**config.mk**
```make
export PLATFORM = sky130hd
export DESIGN_NAME = gdi_device
export DESIGN_NICKNAME = d
export VERILOG_FILES = /design/src/hw/gdi_pkg.sv /design/src/hw/gdi_device.sv
export SDC_FILE = /design/constraint.sdc
export NUM_CORES = 1
export LEC_CHECK = 0
export BUFFER_PORTS_ARGS = -buffer_cell sky130_fd_sc_hd__buf_2
export CAP_MARGIN = 15
export CORE_ASPECT_RATIO = 1.75
export CORE_MARGIN = 5
export CORE_UTILIZATION = 27
export CTS_CLUSTER_SIZE = 28
export DETAILED_ROUTE_END_ITERATION = 10
export PLACE_DENSITY = 0.55
export SYNTH_ARGS = -nofsm -noshare
export SYNTH_HDL_FRONTEND = slang
export SYNTH_SLANG_ARGS = --single-unit
```
**constraint.sdc**
```tcl
create_clock -name clk -period 3.4 [get_ports clk]
set_input_delay 0.68 -clock clk [delete_from_list [all_inputs] [get_ports clk]]
set_output_delay 0.68 -clock clk [all_outputs]
set_load 0.05 [all_outputs]
```
**src/hw/gdi_pkg.sv**
```systemverilog
// Constants, register layouts, carrier structs and state types of the instrument bus interface.
package gdi_pkg;

    // Timing: the source lets DIO settle before it asserts DAV.
    localparam int CLK_NS = 50;
    localparam int SETTLE_NS = 500;
    localparam int SETTLE_CYC = (SETTLE_NS + CLK_NS - 1) / CLK_NS;
    localparam int CNT_W = 4;
    localparam logic [CNT_W-1:0] SETTLE_LOAD = CNT_W'(SETTLE_CYC);
    localparam logic [CNT_W-1:0] CNT_ZERO = 4'h0;
    localparam logic [CNT_W-1:0] CNT_ONE = 4'h1;

    // Register byte addresses.
    localparam int ADDR_W = 5;
    localparam logic [ADDR_W-1:0] OFS_CTRL = 5'h00;
    localparam logic [ADDR_W-1:0] OFS_STAT = 5'h04;
    localparam logic [ADDR_W-1:0] OFS_TX = 5'h08;
    localparam logic [ADDR_W-1:0] OFS_RX = 5'h0c;
    localparam logic [ADDR_W-1:0] OFS_SPB = 5'h10;

    // Bus command codes in the low seven bits of a command byte.
    localparam logic [6:0] CMD_GTL = 7'h01;
    localparam logic [6:0] CMD_SDC = 7'h04;
    localparam logic [6:0] CMD_GET = 7'h08;
    localparam logic [6:0] CMD_TCT = 7'h09;
    localparam logic [6:0] CMD_LLO = 7'h11;
    localparam logic [6:0] CMD_DCL = 7'h14;
    localparam logic [6:0] CMD_SPE = 7'h18;
    localparam logic [6:0] CMD_SPD = 7'h19;
    localparam logic [6:0] CMD_UNL = 7'h3f;
    localparam logic [6:0] CMD_UNT = 7'h5f;

    // Command groups held in bits 6:5 of a command byte.
    localparam logic [1:0] GRP_CMD = 2'h0;
    localparam logic [1:0] GRP_LISTEN = 2'h1;
    localparam logic [1:0] GRP_TALK = 2'h2;
    localparam logic [1:0] GRP_SEC = 2'h3;

    // Request-service bit of the status byte.
    localparam int RQS_BIT = 6;

    typedef struct packed {
        logic [13:0] rsvd;
        logic pp_en;
        logic pp_sense;
        logic [2:0] pp_line;
        logic [4:0] sec_addr;
        logic ext_en;
        logic talk_en;
        logic listen_en;
        logic [4:0] my_addr;
    } gdi_ctrl_t;

    localparam gdi_ctrl_t CTRL_RST = 32'h0000_0000;

    typedef struct packed {
        logic [22:0] rsvd;
        logic srq;
        logic tx_busy;
        logic rx_valid;
        logic ctrl_active;
        logic spoll;
        logic lockout;
        logic remote;
        logic talk;
        logic listen;
    } gdi_stat_t;

    // Bus lines as seen on the wire; low means true.
    typedef struct packed {
        logic atn_b;
        logic ifc_b;
        logic ren_b;
        logic eoi_b;
        logic dav_b;
        logic nrfd_b;
        logic ndac_b;
        logic srq_b;
        logic [7:0] dio_b;
    } gdi_bus_in_t;

    // Pull-low enables; a set bit asserts that line true.
    typedef struct packed {
        logic eoi;
        logic dav;
        logic nrfd;
        logic ndac;
        logic srq;
        logic [7:0] dio;
    } gdi_bus_oe_t;

    typedef struct packed {
        logic wr;
        logic rd;
        logic [ADDR_W-1:0] addr;
        logic [31:0] wdata;
    } gdi_reg_req_t;

    typedef enum logic [1:0] {
        AH_IDLE = 2'b00,
        AH_READY = 2'b01,
        AH_TAKEN = 2'b10
    } gdi_ah_t;

    typedef enum logic [1:0] {
        SH_IDLE = 2'b00,
        SH_SETTLE = 2'b01,
        SH_VALID = 2'b10,
        SH_RELEASE = 2'b11
    } gdi_sh_t;

    typedef struct packed {
        gdi_ctrl_t ctrl;
        gdi_ah_t ah;
        gdi_sh_t sh;
        logic [CNT_W-1:0] cnt;
        logic [7:0] rx_byte;
        logic rx_eoi;
        logic rx_valid;
        logic [7:0] tx_byte;
        logic tx_eoi;
        logic tx_valid;
        logic [7:0] sh_byte;
        logic sh_eoi;
        logic sh_spoll;
        logic [7:0] sp_byte;
        logic lpend;
        logic tpend;
        logic listen;
        logic talk;
        logic remote;
        logic lockout;
        logic spoll;
        logic ctrl_active;
        logic trig;
        logic dclr;
        gdi_bus_oe_t oe;
        logic pin_low;
        logic [31:0] rdata;
    } gdi_state_t;

endpackage

```
**src/hw/gdi_device.sv**
```systemverilog
// Device-side instrument bus interface: command decode, handshakes, polls and register port.
`timescale 1ns/1ns

// Operation
// - IFC drops addressing and aborts transfers
// - Take-control while talker makes us controller
// - Match 5-bit address in command mode
// - Device clear clears regardless of addressing
// - Go-to-local while listener leaves remote
// - Group trigger while listener pulses trigger
// - Local lockout disables front panel
// - Selective clear acts only when addressed
// - Serial poll disable ends status byte
// - ATN true means command, false data
// - Release NRFD only when ready
// - DAV only while DIO stable; sample then
// - Release NDAC only after byte taken
// - EOI travels with final byte
// - Parallel poll drives assigned DIO line
// - Hold SRQ until serviced by poll
// - Unlisten, untalk drop addressed states
// - Universal commands act when unaddressed
// - Extended addressing needs secondary byte
// - Remote set only while REN true; REN false forces local
// - Ignore meaningless command codes silently
// - Bytes carried on eight DIO lines
// - Another talk address drops our talker
module gdi_device (
    // Clock and reset
    input wire logic clk,
    input wire logic rst_b,
    // Register port
    input wire gdi_pkg::gdi_reg_req_t reg_req,
    output logic [31:0] rdata,
    // Instrument bus
    input wire gdi_pkg::gdi_bus_in_t bus_in,
    output gdi_pkg::gdi_bus_oe_t bus_oe,
    output logic bus_out,
    // Device side
    output logic trigger,
    output logic dev_clear,
    output logic remote,
    output logic lockout,
    output logic ctrl_active
);

    gdi_pkg::gdi_state_t s;
    gdi_pkg::gdi_state_t next_s;

    logic atn;
    logic ifc;
    logic ren;
    logic eoi;
    logic dav;
    logic nrfd;
    logic ndac;
    logic [7:0] dio;

    // Every bus line is low-true, so invert once here.
    assign atn = ~bus_in.atn_b;
    assign ifc = ~bus_in.ifc_b;
    assign ren = ~bus_in.ren_b;
    assign eoi = ~bus_in.eoi_b;
    assign dav = ~bus_in.dav_b;
    assign nrfd = ~bus_in.nrfd_b;
    assign ndac = ~bus_in.ndac_b;
    assign dio = ~bus_in.dio_b;

    function automatic logic addr_match(input logic [4:0] code, input logic [4:0] mine);
        addr_match = (code == mine);
    endfunction

    always_comb begin
        logic involved;
        logic src_ok;
        logic ppoll;
        logic [6:0] b;
        gdi_pkg::gdi_stat_t st;
        involved = 1'b0;
        src_ok = 1'b0;
        ppoll = 1'b0;
        b = 7'h00;
        st = '0;
        next_s = s;
        next_s.trig = 1'b0;
        next_s.dclr = 1'b0;
        next_s.rdata = 32'h0000_0000;

        // Source handshake. The byte is latched before DAV so DIO cannot move under it.
        src_ok = s.talk && !atn && (s.spoll || s.tx_valid);
        unique case (s.sh)
            gdi_pkg::SH_IDLE: begin
                if (src_ok) begin
                    next_s.sh = gdi_pkg::SH_SETTLE;
                    next_s.cnt = gdi_pkg::SETTLE_LOAD;
                    next_s.sh_spoll = s.spoll;
                    next_s.sh_byte = s.spoll ? s.sp_byte : s.tx_byte;
                    next_s.sh_eoi = s.spoll ? 1'b0 : s.tx_eoi;
                end
            end
            gdi_pkg::SH_SETTLE: begin
                if (atn) begin
                    next_s.sh = gdi_pkg::SH_IDLE;
                end else if (s.cnt != gdi_pkg::CNT_ZERO) begin
                    next_s.cnt = s.cnt - gdi_pkg::CNT_ONE;
                end else if (!nrfd) begin
                    next_s.sh = gdi_pkg::SH_VALID;
                end
            end
            gdi_pkg::SH_VALID: begin
                if (atn) begin
                    next_s.sh = gdi_pkg::SH_IDLE;
                end else if (!ndac) begin
                    next_s.sh = gdi_pkg::SH_RELEASE;
                    if (s.sh_spoll) begin
                        // The controller has read our status byte, which services the request.
                        next_s.sp_byte[gdi_pkg::RQS_BIT] = 1'b0;
                    end else begin
                        next_s.tx_valid = 1'b0;
                    end
                end
            end
            gdi_pkg::SH_RELEASE: begin
                next_s.sh = gdi_pkg::SH_IDLE;
            end
        endcase

        // Register writes come after the source so a software write of RQS wins.
        if (reg_req.wr) begin
            case (reg_req.addr)
                gdi_pkg::OFS_CTRL: begin
                    next_s.ctrl = gdi_pkg::gdi_ctrl_t'(reg_req.wdata);
                    next_s.ctrl.rsvd = '0;
                end
                gdi_pkg::OFS_TX: begin
                    if (!s.tx_valid) begin
                        next_s.tx_byte = reg_req.wdata[7:0];
                        next_s.tx_eoi = reg_req.wdata[8];
                        next_s.tx_valid = 1'b1;
                    end
                end
                gdi_pkg::OFS_SPB: begin
                    next_s.sp_byte = reg_req.wdata[7:0];
                end
                default: begin
                end
            endcase
        end

        st.listen = s.listen;
        st.talk = s.talk;
        st.remote = s.remote;
        st.lockout = s.lockout;
        st.spoll = s.spoll;
        st.ctrl_active = s.ctrl_active;
        st.rx_valid = s.rx_valid;
        st.tx_busy = s.tx_valid;
        st.srq = s.sp_byte[gdi_pkg::RQS_BIT];
        if (reg_req.rd) begin
            case (reg_req.addr)
                gdi_pkg::OFS_CTRL: next_s.rdata = s.ctrl;
                gdi_pkg::OFS_STAT: next_s.rdata = st;
                gdi_pkg::OFS_TX: next_s.rdata = {23'h000000, s.tx_eoi, s.tx_byte};
                gdi_pkg::OFS_RX: begin
                    next_s.rdata = {23'h000000, s.rx_eoi, s.rx_byte};
                    next_s.rx_valid = 1'b0;
                end
                gdi_pkg::OFS_SPB: next_s.rdata = {24'h000000, s.sp_byte};
                default: next_s.rdata = 32'h0000_0000;
            endcase
        end

        // Acceptor handshake: always in command mode, in data mode only as a pure listener.
        involved = atn || (s.listen && !s.talk);
        b = dio[6:0];
        unique case (s.ah)
            gdi_pkg::AH_IDLE: begin
                if (involved && (atn || !s.rx_valid)) begin
                    next_s.ah = gdi_pkg::AH_READY;
                end
            end
            gdi_pkg::AH_READY: begin
                if (!involved) begin
                    next_s.ah = gdi_pkg::AH_IDLE;
                end else if (dav) begin
                    next_s.ah = gdi_pkg::AH_TAKEN;
                    if (atn) begin
                        unique case (b[6:5])
                            gdi_pkg::GRP_CMD: begin
                                next_s.lpend = 1'b0;
                                next_s.tpend = 1'b0;
                                case (b)
                                    gdi_pkg::CMD_GTL: begin
                                        if (s.listen && ren) begin
                                            next_s.remote = 1'b0;
                                        end
                                    end
                                    gdi_pkg::CMD_SDC: begin
                                        if (s.listen) begin
                                            next_s.dclr = 1'b1;
                                            next_s.tx_valid = 1'b0;
                                            next_s.rx_valid = 1'b0;
                                        end
                                    end
                                    gdi_pkg::CMD_GET: begin
                                        if (s.listen) begin
                                            next_s.trig = 1'b1;
                                        end
                                    end
                                    gdi_pkg::CMD_TCT: begin
                                        if (s.talk) begin
                                            next_s.ctrl_active = 1'b1;
                                        end
                                    end
                                    gdi_pkg::CMD_LLO: begin
                                        if (ren) begin
                                            next_s.lockout = 1'b1;
                                        end
                                    end
                                    gdi_pkg::CMD_DCL: begin
                                        next_s.dclr = 1'b1;
                                        next_s.tx_valid = 1'b0;
                                        next_s.rx_valid = 1'b0;
                                    end
                                    gdi_pkg::CMD_SPE: next_s.spoll = 1'b1;
                                    gdi_pkg::CMD_SPD: next_s.spoll = 1'b0;
                                    default: begin
                                        // Codes we have no function for are taken and dropped.
                                    end
                                endcase
                            end
                            gdi_pkg::GRP_LISTEN: begin
                                next_s.tpend = 1'b0;
                                next_s.lpend = 1'b0;
                                if (b == gdi_pkg::CMD_UNL) begin
                                    next_s.listen = 1'b0;
                                end else if (s.ctrl.listen_en &&
                                             addr_match(b[4:0], s.ctrl.my_addr)) begin
                                    if (s.ctrl.ext_en) begin
                                        next_s.lpend = 1'b1;
                                    end else begin
                                        next_s.listen = 1'b1;
                                        next_s.remote = s.remote | ren;
                                    end
                                end
                            end
                            gdi_pkg::GRP_TALK: begin
                                next_s.lpend = 1'b0;
                                next_s.tpend = 1'b0;
                                if (b == gdi_pkg::CMD_UNT) begin
                                    next_s.talk = 1'b0;
                                end else if (s.ctrl.talk_en &&
                                             addr_match(b[4:0], s.ctrl.my_addr)) begin
                                    if (s.ctrl.ext_en) begin
                                        next_s.tpend = 1'b1;
                                    end else begin
                                        next_s.talk = 1'b1;
                                    end
                                end else begin
                                    next_s.talk = 1'b0;
                                end
                            end
                            gdi_pkg::GRP_SEC: begin
                                if (s.lpend && addr_match(b[4:0], s.ctrl.sec_addr)) begin
                                    next_s.listen = 1'b1;
                                    next_s.remote = s.remote | ren;
                                end
                                if (s.tpend) begin
                                    next_s.talk = addr_match(b[4:0], s.ctrl.sec_addr);
                                end
                            end
                        endcase
                    end else begin
                        next_s.rx_byte = dio;
                        next_s.rx_eoi = eoi;
                        next_s.rx_valid = 1'b1;
                    end
                end
            end
            gdi_pkg::AH_TAKEN: begin
                if (!dav || !involved) begin
                    next_s.ah = gdi_pkg::AH_IDLE;
                end
            end
            default: begin
                next_s.ah = gdi_pkg::AH_IDLE;
            end
        endcase

        // Dropping REN returns the device to local and ends the lockout.
        if (!ren) begin
            next_s.remote = 1'b0;
            next_s.lockout = 1'b0;
        end

        if (ifc) begin
            next_s.listen = 1'b0;
            next_s.talk = 1'b0;
            next_s.lpend = 1'b0;
            next_s.tpend = 1'b0;
            next_s.spoll = 1'b0;
            next_s.ctrl_active = 1'b0;
            next_s.ah = gdi_pkg::AH_IDLE;
            next_s.sh = gdi_pkg::SH_IDLE;
        end

        // Pin drives for the next cycle, all pull-low.
        next_s.oe.nrfd = involved && !ifc && (next_s.ah != gdi_pkg::AH_READY);
        next_s.oe.ndac = involved && !ifc && (next_s.ah != gdi_pkg::AH_TAKEN);
        next_s.oe.dav = (next_s.sh == gdi_pkg::SH_VALID);
        next_s.oe.eoi = next_s.sh_eoi && ((next_s.sh == gdi_pkg::SH_SETTLE) ||
                                         (next_s.sh == gdi_pkg::SH_VALID));
        next_s.oe.srq = next_s.sp_byte[gdi_pkg::RQS_BIT];
        ppoll = atn && eoi && s.ctrl.pp_en && !ifc;
        if (next_s.sh != gdi_pkg::SH_IDLE) begin
            next_s.oe.dio = next_s.sh_byte;
        end else if (ppoll && (next_s.sp_byte[gdi_pkg::RQS_BIT] == s.ctrl.pp_sense)) begin
            next_s.oe.dio = 8'(8'h01 << s.ctrl.pp_line);
        end else begin
            next_s.oe.dio = 8'h00;
        end
        next_s.pin_low = 1'b0;
    end

    always_ff @(posedge clk or negedge rst_b) begin
        if (!rst_b) begin
            s <= '0;
            s.ctrl <= gdi_pkg::CTRL_RST;
            s.ah <= gdi_pkg::AH_IDLE;
            s.sh <= gdi_pkg::SH_IDLE;
        end else begin
            s <= next_s;
        end
    end

    assign rdata = s.rdata;
    assign bus_oe = s.oe;
    assign bus_out = s.pin_low;
    assign trigger = s.trig;
    assign dev_clear = s.dclr;
    assign remote = s.remote;
    assign lockout = s.lockout;
    assign ctrl_active = s.ctrl_active;

endmodule // gdi_device

```
After elaboration in Yosys (flattened, before gate mapping)
Cells that the tools add are included.
{ "word_totals": {"inputBits": 57, "ff_bits": 118, "word_cells": 243} }
{ "op_classes": {"bitwise": 7, "n_reduce_logical": 49, "n_eq_ne": 56, "add_sub_neg": 1, "muxes": 91, "shift": 1} }
{ "op_table": {"columns": ["op", "count"], "rows": [
  ["18-bit one-hot mux with 5 select lines", 1],
  ["10-bit two-way mux", 6],
  ["1-bit two-way mux", 50],
  ["7-bit by 5-bit equality test with 1-bit output, second input constant", 4],
  ["8-bit two-way mux", 3],
  ["2-bit two-way mux", 11],
  ["3-bit != test, second input constant", 7],
  ["18-bit two-way mux", 1],
  ["1-bit logical AND", 16],
  ["4-bit two-way mux", 4],
  ["7-bit by 4-bit equality test with 1-bit output, second input constant", 2],
  ["7-bit two-way mux", 2],
  ["2-bit by 1-bit != test with 1-bit output, second input constant", 7],
  ["2-bit != test, second input constant", 7],
  ["7-bit AND reduction", 2],
  ["2-bit equality test, second input constant", 6],
  ["1-bit one-hot mux with 2 select lines", 6],
  ["2-bit one-hot mux with 3 select lines", 2],
  ["6-bit AND reduction", 2],
  ["2-bit nonzero test", 6],
  ["11-bit AND reduction", 1],
  ["5-bit by 4-bit equality test with 1-bit output, second input constant", 2],
  ["5-bit equality test", 2],
  ["3-bit by 1-bit != test with 1-bit output, second input constant", 3],
  ["other kinds (32)", 52]
]} }

Logic depth before layout (Yosys ltp)
Gate-level depths: netlist of run 1.
{ "logic_depth": {"ltp_word": 14, "mapped_depth": 10, "mapped_depth_nobuf": 10} }

Worst setup path before layout of run 1
OpenSTA, ideal clock, no wires.
{ "synth_timing": {"kind": "input to register", "startpoint": "input bus_in[15] (netlist bit)", "endpoint": "register s (netlist bit bus_oe[1])", "arrival_time_ns": 2.724, "cell_stages": 10, "n_path_buf": 3, "slack_ns": 0.598, "path_cell_list": "buf_4 and4bb_2 and2_1 buf_2 buf_2 o31ai_1 ha_1 clkinv_1 or3_1 o2bb2ai_1"} }
{ "synth_rtl": {"columns": ["item", "line", "text"], "rows": [
  ["start: declaration", "gdi_device.sv:36", "input wire gdi_pkg::gdi_bus_in_t bus_in,"],
  ["end signal: assignment", "gdi_device.sv:332", "s <= next_s;"],
  ["end: declaration", "gdi_device.sv:47", "gdi_pkg::gdi_state_t s;"]
]} }

==> metrics, run 1 <==
Final HPWL DP=10850 um; H-tree depth=3; WP data arrival=3.07 ns; HP Class=in -> async; gr ovfl total=0; multi-input logic area=2278 um2; Area Overhead vs Synth=12.35%; number of flops mapped to enable cells by yosys=0; Sink Count=104; asr flop ratio synth=100.0%; CTS resizes=0; maximum clock frequency=358.0 MHz; minimum hold slack=0.2763 ns; core box area=19570 um2; Critical Path Max Stage Delay=0.44 ns; synthesized instance count=477; Slew Viols, Final=0; First-pass DRT Iterations=7; status=complete, no violations; register area share after synthesis=48.76%; critical path's most frequent cell=ha_1; Synth Flop Type=dfrtp_1; Slew Limit Headroom=48.01%; Leakage=0.002769 uW; die area=22790 um2; Final Critical Period=2.793 ns; Pwr per Cell Area=539.3 nW/um2; Setup Crit Path Kind=reg -> reg; Fin. Hold Viols=0; GRT Total Usage=12.91%; CTS clk-pin slew, worst paths=0.07 ns; Routed WL per cell=18.84 um; DIE WIDTH=116.3 um; Post-synth top cells=104 x dfrtp_1, 47 x buf_4, 28 x mux2_2; DRT iter0 DRCs=254; Distinct cells, synth=67; Longest Clk Path Bufs=2; Final period util=82.16%; Die Y=196 um; clk_lat worst skew=0.36 ns; Crit. End Element=register; dominant cell by count in the synthesized netlist=dfrtp_1; unrepaired setup endpoints after global routing=false; CTS Buf Count=9; Seq. cell area=2603 um2; vias in the first global route=3960; Worst VDD drop=0.2343 mV; Worst EP required=3.68 ns; Layout fillers=2033; critical path's slowest cell=o31ai_1; actual slew at the worst max-slew pin=0.7740 ns; Mapped Avg Cell Area=11.19 um2; Nets=582; Vias/cell=4.878; Syn Std Cell Area=5338 um2; Synth top area share=48.76%; RePlAce Congestion=0.8605; DRC=0; total power=3234 uW; initial antenna violation count=2; clk_skew=0.01386 ns; Root Driver=clkbuf_16; largest net degree at the start of global routing=70; worst-path cell chain=inv_1, ha_1, nor3b_1, a21oi_1, o31ai_1, ha_1, clkinv_1, or3_1, o2bb2ai_1; Synth area leaders=dfrtp_1 49%, buf_4 6.6%, mux2_2 5.9%; cts hold-fix bufs=0; Final ANT Viol Nets=0; Ports=108; vias=3751; Post CTS Setup Buffer Count=0; Final setup viols=0; Max FO, Critical Path=9; TritonCTS clock tree=yes; yosys warns=0; Synth area leader=dfrtp_1; Crit path buffers/inverters=2; Top delay family on crit path=simple AND/OR/NAND/NOR gates; Critical Path Source Type=register; number of port buffers=77; Starting Density=27.28%; setup TNS=0 ns; share of cells above drive strength 1=28.93%; first-pass GRT wire length=22340 um; synthesis-stage register bit count=104; Detailed Route WL=14490 um; Core Rows=68; max cap viols=0
[cells in the final DEF, fill, tap and decap left out, drive strengths merged, types with 12 or more instances in the layout]
cell type,count
conb,15
mux2,38
nand2,27
inv,16
dfrtp,104
a21oi,20
nor2,27
o21ai,13
mux2i,12
buf,83
[path summary, 6_finish.rpt]
kind,startpoint,to,slack [ns],cells past startpoint
setup / recovery,s[94]$_DFFE_PN0P_,bus_oe[1]$_DFF_PN0_,0.61,9
max in group asynchronous,rst_b,trigger$_DFF_PN0_,2.37,2
hold / removal,rst_b,rdata[17]$_DFF_PN0_,0.28,1
min in group clk,s[86]$_DFFE_PN0P_,s[86]$_DFFE_PN0P_,0.49,2
hold reg to reg,s[86]$_DFFE_PN0P_,s[86]$_DFFE_PN0P_,0.49,2
setup reg to reg,s[94]$_DFFE_PN0P_,bus_oe[1]$_DFF_PN0_,0.61,9
[final cells by class]
type / instances / share of cell area [%]
sequential: 104 / 43.40
multi-input combinational: 306 / 37.99
timing repair buffer: 83 / 7.427
tap: 245 / 5.112
clock buffer: 9 / 3.755
clock inverter: 7 / 1.419
inverter: 13 / 0.8137
antenna: 2 / 0.08346
[sequential cells by signal (all words and copies together) (netlist names)]
register,flops
bus_oe,12
ctrl_active,1
dev_clear,1
lockout,1
rdata,18
remote,1
s,69
trigger,1
[kinds of logic (layout without fill, tap and decap cells)]
logic type / after synthesis / after routing / synth area share [%]
DFF: 104 / 104 / 48.76
buffers and inverters: 81 / 112 / 9.658
other: 1 / 17 / 0.07026
and+or+nand+nor: 135 / 135 / 14.65
adders and majority gates: 8 / 8 / 1.875
AOI/OAI and AO/OA: 86 / 86 / 11.79
xor gates and xnor gates: 11 / 11 / 1.805
muxes: 51 / 51 / 11.39
[power by group]
group / switching (uW) / total [uW] / internal (uW)
Clock: 507 / 1090 / 587
Combinational: 329 / 567 / 238
Sequential: 149 / 1570 / 1420
[through the flow]
stage               cell area [um2]  util (%)  setup slack [ns]  std cells
detailed placement             5682     29.03            0.4711        751
finish                         5997     30.65            0.6066        769
global route                   5997     30.65            0.3692        769
floorplan                      5390         -            0.5976        491
CTS                            5992     30.62            0.6012        767
global placement               5682     29.03            0.5390        751
[layer usage]
layer	track usage, %	wire [um]	vias up
met1	14.29	5477	1882
met5	0	0	-
met3	2.716	786	20
li1	-	-	1737
met2	23.14	7840	112
met4	5.763	385	0
Power figures use the tool's default switching activity.
==> run 2, diff against run 1 <==
--- a/config.mk
+++ b/config.mk
@@ -12,7 +12,7 @@
 export CORE_UTILIZATION = 27
 export CTS_CLUSTER_SIZE = 28
 export DETAILED_ROUTE_END_ITERATION = 10
-export PLACE_DENSITY = 0.55
+export PLACE_DENSITY = 0.57
 export SYNTH_ARGS = -nofsm -noshare
 export SYNTH_HDL_FRONTEND = slang
 export SYNTH_SLANG_ARGS = --single-unit
==> constraint.sdc (replaced) <==
create_clock -name clk -period 2.45 [get_ports clk]
set_input_delay 0.49 -clock clk [delete_from_list [all_inputs] [get_ports clk]]
set_output_delay 0.49 -clock clk [all_outputs]
set_load 0.05 [all_outputs]
==> run 2 against run 1 <==
Effect of this change: cell count is 1.6% higher; via count up 2.3%; total power increased by 35%; sequential share of layout area fell by 0.53 points; sequential power is 39% higher; non-clock buffer count is 12 higher; hold slack worse by 0.24 ns; count of clock-buffer cells in the layout did not move; clock power is 26% higher; highest routed layer is now met5.
==> metrics, run 2 (synthesis results as in run 1) <==
core box area=19570 um2; first-pass GRT wire length=22470 um; Starting Density=27.28%; total power=4367 uW; cts hold-fix bufs=0; TritonCTS clock tree=yes; fin cells=781; WP data arrival=2.48 ns; Worst VDD drop=0.2948 mV; share of cells above drive strength 1=31.27%; Nets=594; worst-path cell chain=inv_1, ha_1, nor3b_2, a21oi_1, o31ai_2, ha_2, clkinv_2, or3_1, o2bb2ai_1; CTS clk-pin slew, worst paths=0.08 ns; Final Critical Period=2.211 ns; clock group share of total power=31.3%; die area=22790 um2; Crit. End Element=register; most frequent cells in the layout=104 x dfrtp_1, 76 x buf_2, 28 x mux2_2; number of port buffers=77; CTS resizes=0; max cap viols=0; DRT iter0 DRCs=228; Post CTS Setup Buffer Count=0; vias=3837; clk_lat worst skew=0.35 ns; fin area=6071 um2; Core Rows=68; Detailed Route WL=14580 um; Slew Viols, Final=0; Final setup viols=0; Internal=3024 uW; Pwr per Cell Area=719.4 nW/um2; Leakage=0.002823 uW; CTS Buf Count=9; setup TNS=0 ns; maximum clock frequency=452.4 MHz; Net Switching=1343 uW; Area Overhead vs Synth=13.74%; H-tree depth=3; vias in the first global route=4042; Longest Clk Path Bufs=2; Vias/cell=4.913; HP Class=in -> async; pre-CTS WS=0.09974 ns; actual slew at the worst max-slew pin=0.6369 ns; largest net degree at the start of global routing=59; status=complete, no violations; DIE WIDTH=116.3 um; Root Driver=clkbuf_16; Setup Crit Path Kind=reg -> reg; unrepaired setup endpoints after global routing=false; Final HPWL DP=11120 um; commonest non-fill, non-tap cell in the layout=dfrtp_1; Post-Place Cells=763; GRT Total Usage=12.97%; Die Y=196 um; Ports=108; R2R Setup Slk=0.24 ns; sw frac=30.76%; RePlAce Congestion=0.8337; Final period util=90.23%; initial antenna violation count=5; First-pass DRT Iterations=7; sequential power share=50.2%; clk_skew=0.01196 ns; DRC=0; gr ovfl total=0; placed cell areas=5781 um2; combinational power share=18.5%; Sink Count=104; max reg flops=69; Worst EP required=2.72 ns; Max FO, Critical Path=4; Routed WL per cell=18.66 um; critical path's slowest cell=dfrtp_1; post-layout worst setup margin=0.2393 ns; Final ANT Viol Nets=0; Most flops, register=s; Slew Limit Headroom=56.44%; Critical Path Source Type=register; Fin. Hold Viols=0; Critical Path Max Stage Delay=0.38 ns
run 2: power groups by stage:
| stage | clock network, uW | logic, uW | registers (uW) |
|---|---|---|---|
| finish | 1370 | 809 | 2190 |
| global route | 1470 | 900 | 2220 |
| CTS | 1400 | 816 | 2190 |
| detailed placement | 0 | 810 | 2220 |
| global placement | 0 | 781 | 2200 |
| floorplan | 0 | 630 | 2140 |
run 2: metal layers:
metal	track usage, %	share of wire, %	wire length, um
met4	7.398	4.2	608
met2	22.38	52	7636
met1	14.20	37	5422
met5	0	0.23	34
met3	3.086	6.0	872
run 2: path summary, 6_finish.rpt:
kind | startpoint | depth (start not counted) | endpoint
hold reg to reg | s[92]$_DFFE_PN0P_ | 2 | s[92]$_DFFE_PN0P_
setup reg to reg | s[94]$_DFFE_PN0P_ | 9 | bus_oe[1]$_DFF_PN0_
setup / recovery | s[94]$_DFFE_PN0P_ | 9 | bus_oe[1]$_DFF_PN0_
min in group clk | bus_in[7] | 2 | s[93]$_DFFE_PN0P_
hold / removal | rst_b | 1 | remote$_DFFE_PN0P_
max in group asynchronous | rst_b | 2 | s[115]$_DFFE_PN0P_
run 2: critical path, delay by kind of cell, from the launching register on:
family | cells | cell delay (ns)
buffers and inverters | 2 | 0.19
AOI/OAI and AO/OA | 3 | 0.58
adders and majority gates | 2 | 0.44
DFF | 1 | 0.38
and+or+nand+nor | 2 | 0.55
run 2: cell type report:
class,instances,area [um2]
clock inverters,7,55.05
multi-input cells,306,2291
well taps,245,306.5
clock buffers,9,225.2
flip-flops and latches,104,2603
repair buffers,95,535.5
inverters,13,50.05
diodes,2,5.005
fillers,2028,13500
run 2: through the flow:
stage | hold slack [ns] | util (%)
CTS | 0.04031 | 30.97
detailed placement | 0.4155 | 29.54
global route | 0.04837 | 31.02
floorplan | 0.1944 | -
global placement | 0.4096 | 29.54
finish | 0.03949 | 31.02
